==> config.mk <==
export PLATFORM = sky130hd
export DESIGN_NAME = jtid_tap
export DESIGN_NICKNAME = d
export VERILOG_FILES = /design/src/jtid_tap.v
export VERILOG_INCLUDE_DIRS = /design/src /design/src/src
export SDC_FILE = /design/constraint.sdc
export NUM_CORES = 1
export LEC_CHECK = 0
export ABC_AREA = 1
export ABC_CLOCK_PERIOD_IN_PS = 4700
export BUFFER_PORTS_ARGS = -buffer_cell sky130_fd_sc_hd__buf_2
export CORE_ASPECT_RATIO = 0.75
export CORE_UTILIZATION = 45
export DETAILED_ROUTE_END_ITERATION = 16
export PLACE_DENSITY_LB_ADDON = 0.08
export SLEW_MARGIN = 15
export SYNTH_ARGS = -nofsm -noshare
export SYNTH_HDL_FRONTEND = slang
export SYNTH_SLANG_ARGS = --single-unit
==> constraint.sdc <==
create_clock -name clk -period 4.7 [get_ports clk]
set_clock_uncertainty 0.05 [all_clocks]
set_input_delay 0.235 -clock clk [delete_from_list [all_inputs] [get_ports clk]]
set_output_delay 0.235 -clock clk [all_outputs]
set_load 0.01 [all_outputs]
==> src/jtid_regs.vh <==
// Functional notes
// - Standard tap state machine governs all scans
// - Only test clock, mode, data in/out pins
// - Instruction register is sixteen bits wide
// - Eight instruction codes each pick one register
// - Boundary, bypass, ident plus four flash registers
// - Code 0x0084 selects flash address register
// - Capture, shift, update phases for every access
// - External test updates pins; sample only captures
// - Boundary register 126 or 118 bits long
`ifndef JTID_REGS_VH
`define JTID_REGS_VH
`define JTID_IR_W 16
`define JTID_IR_RST 16'h0000
`define JTID_IR_CAPT 16'h0001
`define JTID_OP_EXTEST 16'h0000
`define JTID_OP_SAMPLE 16'h0002
`define JTID_OP_IDCODE 16'h0004
`define JTID_OP_BYPASS 16'hffff
`define JTID_OP_FCTL 16'h0082
`define JTID_OP_FDAT 16'h0083
`define JTID_OP_FADR 16'h0084
`define JTID_OP_FSCL 16'h0085
`define JTID_BSR_LONG 126
`define JTID_BSR_SHORT 118
`define JTID_FCTL_W 8
`define JTID_FDAT_W 10
`define JTID_FADR_W 17
`define JTID_FSCL_W 8
`endif

==> src/jtid_tap.v <==
`timescale 1ns/1ps
`include "jtid_regs.vh"
module jtid_tap #(
  parameter LONG_VARIANT = 1,
  parameter [31:0] ID_VALUE = 32'h00001001 // Arbitrary identity value
) (
  clk,
  arst_n,
  clk_en,
  tck,
  tms,
  tdi,
  tdo_o,
  tdo_oe,
  bsr_capture_in,
  bsr_update_out,
  bsr_extest,
  flash_control_scan_reg,
  flash_data_scan_reg,
  flash_address_scan_reg,
  flash_scale_scan_reg,
  flash_update_sel,
  flash_update_stb
);
  localparam BW = LONG_VARIANT ? `JTID_BSR_LONG : `JTID_BSR_SHORT;
  input wire clk;
  input wire arst_n;
  input wire clk_en;
  input wire tck;
  input wire tms;
  input wire tdi;
  output reg tdo_o;
  output reg tdo_oe;
  input wire [BW-1:0] bsr_capture_in;
  output reg [BW-1:0] bsr_update_out;
  output reg bsr_extest;
  output reg [`JTID_FCTL_W-1:0] flash_control_scan_reg;
  output reg [`JTID_FDAT_W-1:0] flash_data_scan_reg;
  output reg [`JTID_FADR_W-1:0] flash_address_scan_reg;
  output reg [`JTID_FSCL_W-1:0] flash_scale_scan_reg;
  output reg [1:0] flash_update_sel;
  output reg flash_update_stb;

  // **********
  // TAP states
  // **********
  localparam [3:0] S_RESET = 4'h0, S_IDLE = 4'h1, S_SELDR = 4'h2, S_CAPDR = 4'h3,
    S_SHDR = 4'h4, S_EX1DR = 4'h5, S_PAUDR = 4'h6, S_EX2DR = 4'h7, S_UPDR = 4'h8,
    S_SELIR = 4'h9, S_CAPIR = 4'ha, S_SHIR = 4'hb, S_EX1IR = 4'hc, S_PAUIR = 4'hd,
    S_EX2IR = 4'he, S_UPIR = 4'hf;
  localparam [2:0] D_BSR = 3'h0, D_BYP = 3'h1, D_ID = 3'h2, D_FCTL = 3'h3,
    D_FDAT = 3'h4, D_FADR = 3'h5, D_FSCL = 3'h6;

  // ***************************
  // Pin synchronisers and edges
  // ***************************
  // Pins come from the tester's domain; tck is sampled, not used as a clock
  reg [2:0] tck_q;
  reg [1:0] tms_q;
  reg [1:0] tdi_q;
  always @(posedge clk or negedge arst_n) begin
    if (!arst_n) begin
      tck_q <= 3'h0;
      tms_q <= 2'h0;
      tdi_q <= 2'h0;
    end else if (clk_en) begin
      tck_q <= {tck_q[1:0], tck};
      tms_q <= {tms_q[0], tms};
      tdi_q <= {tdi_q[0], tdi};
    end
  end
  wire tck_rise = clk_en & tck_q[1] & ~tck_q[2];
  wire tck_fall = clk_en & ~tck_q[1] & tck_q[2];

  // ***********
  // Controller
  // ***********
  reg [3:0] st_q;
  reg [3:0] st_d;
  always @* begin
    case (st_q)
      S_RESET: st_d = tms_q[1] ? S_RESET : S_IDLE;
      S_IDLE: st_d = tms_q[1] ? S_SELDR : S_IDLE;
      S_SELDR: st_d = tms_q[1] ? S_SELIR : S_CAPDR;
      S_CAPDR: st_d = tms_q[1] ? S_EX1DR : S_SHDR;
      S_SHDR: st_d = tms_q[1] ? S_EX1DR : S_SHDR;
      S_EX1DR: st_d = tms_q[1] ? S_UPDR : S_PAUDR;
      S_PAUDR: st_d = tms_q[1] ? S_EX2DR : S_PAUDR;
      S_EX2DR: st_d = tms_q[1] ? S_UPDR : S_SHDR;
      S_UPDR: st_d = tms_q[1] ? S_SELDR : S_IDLE;
      S_SELIR: st_d = tms_q[1] ? S_RESET : S_CAPIR;
      S_CAPIR: st_d = tms_q[1] ? S_EX1IR : S_SHIR;
      S_SHIR: st_d = tms_q[1] ? S_EX1IR : S_SHIR;
      S_EX1IR: st_d = tms_q[1] ? S_UPIR : S_PAUIR;
      S_PAUIR: st_d = tms_q[1] ? S_EX2IR : S_PAUIR;
      S_EX2IR: st_d = tms_q[1] ? S_UPIR : S_SHIR;
      S_UPIR: st_d = tms_q[1] ? S_SELDR : S_IDLE;
      default: st_d = S_RESET;
    endcase
  end

  // ******************
  // Instruction decode
  // ******************
  reg [`JTID_IR_W-1:0] ir_q;
  reg [`JTID_IR_W-1:0] irsh_q;
  reg [2:0] sel;
  always @* begin
    case (ir_q)
      `JTID_OP_EXTEST: sel = D_BSR;
      `JTID_OP_SAMPLE: sel = D_BSR;
      `JTID_OP_IDCODE: sel = D_ID;
      `JTID_OP_FCTL: sel = D_FCTL;
      `JTID_OP_FDAT: sel = D_FDAT;
      `JTID_OP_FADR: sel = D_FADR;
      `JTID_OP_FSCL: sel = D_FSCL;
      default: sel = D_BYP; // Unknown codes act as bypass
    endcase
  end

  // *********************
  // Data register shifts
  // *********************
  reg [BW-1:0] bsr_q;
  reg byp_q;
  reg [31:0] id_q;
  reg [`JTID_FCTL_W-1:0] fctl_q;
  reg [`JTID_FDAT_W-1:0] fdat_q;
  reg [`JTID_FADR_W-1:0] fadr_q;
  reg [`JTID_FSCL_W-1:0] fscl_q;
  reg dr_out;
  always @* begin
    case (sel)
      D_BSR: dr_out = bsr_q[0];
      D_ID: dr_out = id_q[0];
      D_FCTL: dr_out = fctl_q[0];
      D_FDAT: dr_out = fdat_q[0];
      D_FADR: dr_out = fadr_q[0];
      D_FSCL: dr_out = fscl_q[0];
      default: dr_out = byp_q;
    endcase
  end
  wire d = tdi_q[1];
  always @(posedge clk or negedge arst_n) begin
    if (!arst_n) begin
      st_q <= S_RESET;
      ir_q <= `JTID_IR_RST;
      irsh_q <= `JTID_IR_RST;
      bsr_q <= {BW{1'b0}};
      byp_q <= 1'b0;
      id_q <= 32'h0;
      fctl_q <= {`JTID_FCTL_W{1'b0}};
      fdat_q <= {`JTID_FDAT_W{1'b0}};
      fadr_q <= {`JTID_FADR_W{1'b0}};
      fscl_q <= {`JTID_FSCL_W{1'b0}};
      flash_control_scan_reg <= {`JTID_FCTL_W{1'b0}};
      flash_data_scan_reg <= {`JTID_FDAT_W{1'b0}};
      flash_address_scan_reg <= {`JTID_FADR_W{1'b0}};
      flash_scale_scan_reg <= {`JTID_FSCL_W{1'b0}};
      bsr_update_out <= {BW{1'b0}};
      bsr_extest <= 1'b0;
      flash_update_sel <= 2'h0;
      flash_update_stb <= 1'b0;
      tdo_o <= 1'b0;
      tdo_oe <= 1'b0;
    end else if (clk_en) begin
      flash_update_stb <= 1'b0;
      // Extest only drives pins once it is the active instruction
      bsr_extest <= (ir_q == `JTID_OP_EXTEST);
      if (tck_fall) begin
        // Data out changes on falling tck, driven only while shifting
        tdo_oe <= (st_q == S_SHDR) || (st_q == S_SHIR);
        tdo_o <= (st_q == S_SHIR) ? irsh_q[0] : dr_out;
      end
      if (tck_rise) begin
        st_q <= st_d;
        case (st_q)
          S_RESET: ir_q <= `JTID_IR_RST;
          S_CAPIR: irsh_q <= `JTID_IR_CAPT;
          S_SHIR: irsh_q <= {d, irsh_q[`JTID_IR_W-1:1]};
          S_UPIR: ir_q <= irsh_q;
          S_CAPDR: begin
            case (sel)
              D_BSR: bsr_q <= bsr_capture_in;
              D_ID: id_q <= ID_VALUE;
              D_FCTL: fctl_q <= flash_control_scan_reg;
              D_FDAT: fdat_q <= flash_data_scan_reg;
              D_FADR: fadr_q <= flash_address_scan_reg;
              D_FSCL: fscl_q <= flash_scale_scan_reg;
              default: byp_q <= 1'b0;
            endcase
          end
          S_SHDR: begin
            case (sel)
              D_BSR: bsr_q <= {d, bsr_q[BW-1:1]};
              D_ID: id_q <= {d, id_q[31:1]};
              D_FCTL: fctl_q <= {d, fctl_q[`JTID_FCTL_W-1:1]};
              D_FDAT: fdat_q <= {d, fdat_q[`JTID_FDAT_W-1:1]};
              D_FADR: fadr_q <= {d, fadr_q[`JTID_FADR_W-1:1]};
              D_FSCL: fscl_q <= {d, fscl_q[`JTID_FSCL_W-1:1]};
              default: byp_q <= d;
            endcase
          end
          S_UPDR: begin
            case (sel)
              D_BSR: if (ir_q == `JTID_OP_EXTEST) bsr_update_out <= bsr_q;
              D_FCTL: begin
                flash_control_scan_reg <= fctl_q;
                flash_update_sel <= 2'h0;
                flash_update_stb <= 1'b1;
              end
              D_FDAT: begin
                flash_data_scan_reg <= fdat_q;
                flash_update_sel <= 2'h1;
                flash_update_stb <= 1'b1;
              end
              D_FADR: begin
                flash_address_scan_reg <= fadr_q;
                flash_update_sel <= 2'h2;
                flash_update_stb <= 1'b1;
              end
              D_FSCL: begin
                flash_scale_scan_reg <= fscl_q;
                flash_update_sel <= 2'h3;
                flash_update_stb <= 1'b1;
              end
              default: byp_q <= byp_q;
            endcase
          end
          default: st_q <= st_d;
        endcase
      end
    end
  end
endmodule // jtid_tap

# Word-level counts from Yosys, hierarchy flattened
# Cells that the tools add are included.
word_totals:
  mem_bits_rw: 0
  latch_bits: 0
  in_bits: 132
  reg_bits: 420
  out_inout_bits: 175
  mem_bits_ro: 0
  mem_count: 0
  wordCells: 143
classes:
  reduce_logical: 31
  mux: 43
  n_shift: 0
  n_bitwise: 6
  div: 0
  addsub: 0
  eq_ne: 40
  multipliers: 0
  magnitude_cmp: 0
ops:
  columns: ["cell", "n"]
  rows:
  - ["126-bit two-way mux", 2]
  - ["126-bit case mux with 2 select lines", 1]
  - ["16-bit by 8-bit == test with 1-bit output (second input constant)", 4]
  - ["32-bit two-way mux", 2]
  - ["16-bit case mux with 2 select lines", 2]
  - ["32-bit case mux with 2 select lines", 1]
  - ["4-bit case mux with 12 select lines", 1]
  - ["5-bit AND reduction", 8]
  - ["17-bit two-way mux", 2]
  - ["17-bit case mux with 2 select lines", 1]
  - ["4-bit == test (second input constant)", 8]
  - ["8-bit two-way mux", 4]
  - ["8-bit case mux with 2 select lines", 2]
  - ["10-bit two-way mux", 2]
  - ["10-bit case mux with 2 select lines", 1]
  - ["4-bit AND reduction", 5]
  - ["3-bit case mux with 6 select lines", 1]
  - ["16-bit by 2-bit == test with 1-bit output (second input constant)", 1]
  - ["16-bit by 3-bit == test with 1-bit output (second input constant)", 1]
  - ["4-bit by 3-bit == test with 1-bit output (second input constant)", 4]
  - ["16-bit logical NOT", 1]
  - ["4-bit two-way mux", 4]
  - ["2-bit inequality test (second input constant)", 8]
  - ["2-bit by 1-bit inequality test with 1-bit output (second input constant)", 6]
  - ["23 further kinds", 48]

# Depth between registers and ports, before layout
depth:
  word_depth: 8
  ltp_mapped: 11
  ltp_nobuf: 11

# Worst setup path before layout
# Ideal clock, no wire load.
synth_timing:
  path_type: "register -> register"
  startpoint: "register st_q[2]"
  endpoint: "register fadr_q[11]"
  setup_slack_ps: 2959
  path_buffers: 1
  stages_incl_launch_ff: 10
  arrival_ps: 1571
  setup_ps: 120
  cell_sequence: "dfrtp_1 nor2_1 inv_1 nor2_1 o21ai_4 nor2_2 clkbuf_1 o21ai_0 o21ai_0 inv_1"
synth_via:
  elab_chain_cells: 3
synth_rtl:
  columns: ["element", "line_no", "source"]
  rows:
  - ["start: declaration", "jtid_tap.v:78", "reg [3:0] st_q;"]
  - ["start signal: assignment", "jtid_tap.v:176", "st_q <= st_d;"]
  - ["start signal: assignment", "jtid_tap.v:230", "default: st_q <= st_d;"]
  - ["4-bit by 2-bit == test with 1-bit output or 4-bit by 3-bit == test with 1-bit output (tied branches)", "jtid_tap.v:177", "case (st_q)"]
  - ["2-bit inequality test (no line) (tied with other cells)", null, null]
  - ["5-bit AND reduction (no line)", null, null]
  - ["end signal: assignment", "jtid_tap.v:154", "fadr_q <= {`JTID_FADR_W{1'b0}};"]
  - ["end signal: assignment", "jtid_tap.v:188", "D_FADR: fadr_q <= flash_address_scan_reg;"]
  - ["end signal: assignment", "jtid_tap.v:199", "D_FADR: fadr_q <= {d, fadr_q[`JTID_FADR_W-1:1]};"]
  - ["end: declaration", "jtid_tap.v:129", "reg [`JTID_FADR_W-1:0] fadr_q;"]
# Parallel ways exist; a longest one is shown, timed or not.
# A chain may end at the register's enable or synchronous reset.

# Final worst setup path
layout_timing:
  startpoint: "register st_q[0]"
  endpoint: "register bsr_q[22]"
layout_via:
  elab_chain_cells: 3
layout_rtl:
  columns: ["element", "line_no", "source"]
  rows:
  - ["4-bit by 2-bit == test with 1-bit output or 4-bit by 3-bit == test with 1-bit output (tied branches)", "jtid_tap.v:177", null]
  - ["2-bit inequality test (no line) (tied with other cells)", null, null]
  - ["5-bit AND reduction (no line)", null, null]
  - ["end signal: assignment", "jtid_tap.v:149", "bsr_q <= {BW{1'b0}};"]
  - ["end signal: assignment", "jtid_tap.v:184", "D_BSR: bsr_q <= bsr_capture_in;"]
  - ["end signal: assignment", "jtid_tap.v:195", "D_BSR: bsr_q <= {d, bsr_q[BW-1:1]};"]
  - ["end: declaration", "jtid_tap.v:124", "reg [BW-1:0] bsr_q;"]
# Parallel ways exist; a longest one is shown, timed or not.

==> impl_metrics.py <==
metrics = {
    "run_status": {
        "status": "finished, final reports clean",
    },
    "placed_design": {
        "postPlaceCellArea_mm2": 0.0198,
        "gp_congestion": 0.835,
        "dp_slack_ns": 1.72,
        "place_hpwl_mm": 29.1,
        "port_buffers": 306,
    },
    "clocking": {
        "cts_made_buffers": 43,
        "htreeDepth": 2,
        "numClockSinks": 420,
        "postCtsSetupRepairBufs": 0,
        "path_clk_slew_ns": 0.06,
        "cts_tree": "built",
        "cts_root_buf": "clkbuf_16",
        "cts_buffer_depth": 3,
        "clk_latency_ns": 0.55,
    },
    "detailed_routing": {
        "drc": 0,
        "vias": 14600,
        "routedWlPerCell_um": 15.0,
        "dr.pass1.iters": 5,
        "ant_nets": 0,
        "via_per_inst": 4.85,
        "drtIter0Drc": 1121,
        "drt_wl_total_mm": 45.2,
    },
    "finish": {
        "largestRegisters": "bsr_q: 126 flops, bsr_update_out: 126 flops, id_q: 32 flops",
        "nets": 2610,
        "fin_util": 0.580,
        "finalInstanceArea_mm2": 0.0225,
        "fill_cells": 3526,
        "drive_gt1_frac": 0.162,
        "area_growth_pct": 25.4,
    },
    "setup_path": {
        "criticalPathCategory": "register to register",
        "crit_slowest_cell": "dfrtp_1",
        "crit_top_cell": "inv_2",
        "path_delay_family": "flip-flops",
        "critPathLaunchType": "register",
        "cp.buffers_inverters": 3,
        "critPathMaxFanout": 101,
        "crit_required_ns": 5.12,
        "critPathArrivalTime_ns": 3.47,
        "slowest_delay_ns": 0.83,
        "crit_path_cell_trace": "nor2_1 -> inv_2 -> nor2_4 -> o21ai_4 -> inv_2 -> nand2_8 -> buf_4 -> nand2_1 -> o21ai_1",
        "cp-end-kind": "register",
    },
    "floorplan": {
        "num_rows": 62,
        "pin_count": 307,
        "start_util": 0.463,
        "die_h_um": 175,
        "die_x_um": 233,
        "die_area_mm2": 0.0407,
        "coreArea_mm2": 0.0388,
    },
    "sta": {
        "rsz0062_at_grt": "false",
        "setup_violations": 0,
        "fin_crit_ns": 3.05,
        "fmax_mhz": 328,
        "hold_viol_final": 0,
        "period_share": 0.649,
        "worst_slack_ns": 1.65,
        "tns_ns": 0,
        "tightestPinTransition_ns": 1.18,
        "final_max_slew_viol_count": 0,
        "relSlewSlack": 0.208,
    },
    "power_and_ir_drop": {
        "finalPower_mw": 8.97,
        "p_per_area_mw_per_mm2": 398,
        "pwr-share-clk": 0.384,
        "sequentialPowerShare": 0.447,
        "swShare": 0.292,
        "power.switching_mw": 2.62,
        "p_leak_nw": 11.1,
        "power_frac_comb": 0.169,
        "ir_drop_v": 0.000376,
        "p_int_mw": 6.35,
    },
    "logic_synthesis": {
        "synth_ff_type": "dfrtp_1",
        "syn_nets": 2238,
        "synthMostInstantiatedCell": "nand2_1",
        "yosys_warnings": 0,
        "netlist_area_mm2": 0.0179,
        "yosys_register_bits": 420,
        "syn_inst": 2106,
        "ys_seq_area_frac": 0.586,
        "syn_avg_cell_area_um2": 8.52,
        "synthTopCellsByCount": "570 x nand2_1, 420 x dfrtp_1, 358 x o21ai_0",
        "async_reset_ff_frac": 1.00,
        "synth_area_leader_cell": "dfrtp_1",
        "synth_top_area_frac": 0.586,
        "synth_top_cells_by_area": "dfrtp_1 59%, nand2_1 12%, o21ai_0 10%",
        "ys_types": 32,
        "synth_edf_count": 0,
    },
    "global_routing": {
        "grt_max_degree": 240,
        "grtUsageTotal": 0.226,
        "grt_pass1_vias": 14200,
        "grt_pass1_wl_mm": 74.6,
        "antenna_found_initial": 0,
        "overflow": 0,
        "grt_util_met3": 0.0477,
        "grt.busiest_layer": "met2",
        "met1_usage": 0.327,
        "use_met2": 0.344,
    },
    "run": {
        "drv_cap": 0,
    },
    "min_path": {
        "holdCritPathClass": "input pin to register",
    },
}
[cell families after synthesis]
logic type / count (synthesis) / share of synthesized area
compound gates: 556 / 0.161
buf+inv: 411 / 0.0895
simple gates: 703 / 0.154
mux: 16 / 0.00921
flops: 420 / 0.586
[timing repair]
action | CTS | global route
resized for setup | 0 | 0
hold buffers | 129 | 0
endpoints found under the hold margin | 214 | 0
[through the flow]
stage,std cells,hold WS [ns]
3_5_place_dp,2816,0.227
2_1_floorplan,2106,-0.111
6_report,3021,0.0217
3_3_place_gp,2816,0.228
5_1_grt,3020,0.0142
4_1_cts,3020,0.00488
[layer usage]
layer / vias to the layer above / part of all wire
li1: 7440 / -
met1: 6780 / 0.48
met2: 345 / 0.44
met3: 74 / 0.058
met4: 0 / 0.026
met5: - / 0
[tightest hold or removal path, stage by stage]
cell	delay, ns
buf_2	0.09
o21ai_0	0.11
o21ai_1	0.14
[power groups by stage]
stage / Clock (mW) / Sequential (mW) / Combinational [mW]
after global placement: 0 / 4.07 / 1.41
after detailed placement: 0 / 4.07 / 1.43
after CTS: 3.55 / 4.01 / 1.52
after floorplan: 0 / 4.02 / 1.03
final: 3.44 / 4.01 / 1.52
after global routing: 3.69 / 4.04 / 1.76
[cell type report]
cell class	count	area, µm²	share of cell area
multi-input combinational	1275	5850	0.260
inverter	292	1100	0.0487
timing repair buffer	446	2990	0.133
sequential	420	10500	0.467
antenna	1	2.50	0.000111
clock buffer	65	1340	0.0596
clock inverter	10	75.1	0.00334
tap	512	641	0.0285
[final timing paths]
check	start	end	slack (ns)	depth (start not counted)
setup reg to reg	st_q[0]	bsr_q[22]	1.65	9
hold / removal	bsr_capture_in[124]	bsr_q[124]	0.02	3
hold reg to reg	tms_q[0]	tms_q[0]	0.43	2
min in group asynchronous	arst_n	fadr_q[9]	0.18	2
max in group asynchronous	arst_n	bsr_q[66]	3.18	3
setup / recovery	st_q[0]	bsr_q[22]	1.65	9
[cell usage in the layout (no fill, tap or decap), drive strengths merged, types with 3 or more instances in the layout]
cell and instances:
o22ai 17, clkinv 10, a31oi 4, o211ai 21, a21oi 3, mux2i 12, nand3 54, dfrtp 420
buf 317, clkbuf 65, nand2 572, nand4 3, inv 291, nor2 72, dlygate4sd3 129, mux2 4
o21ai 505
Note: power is estimated with default switching activity, not from simulation.
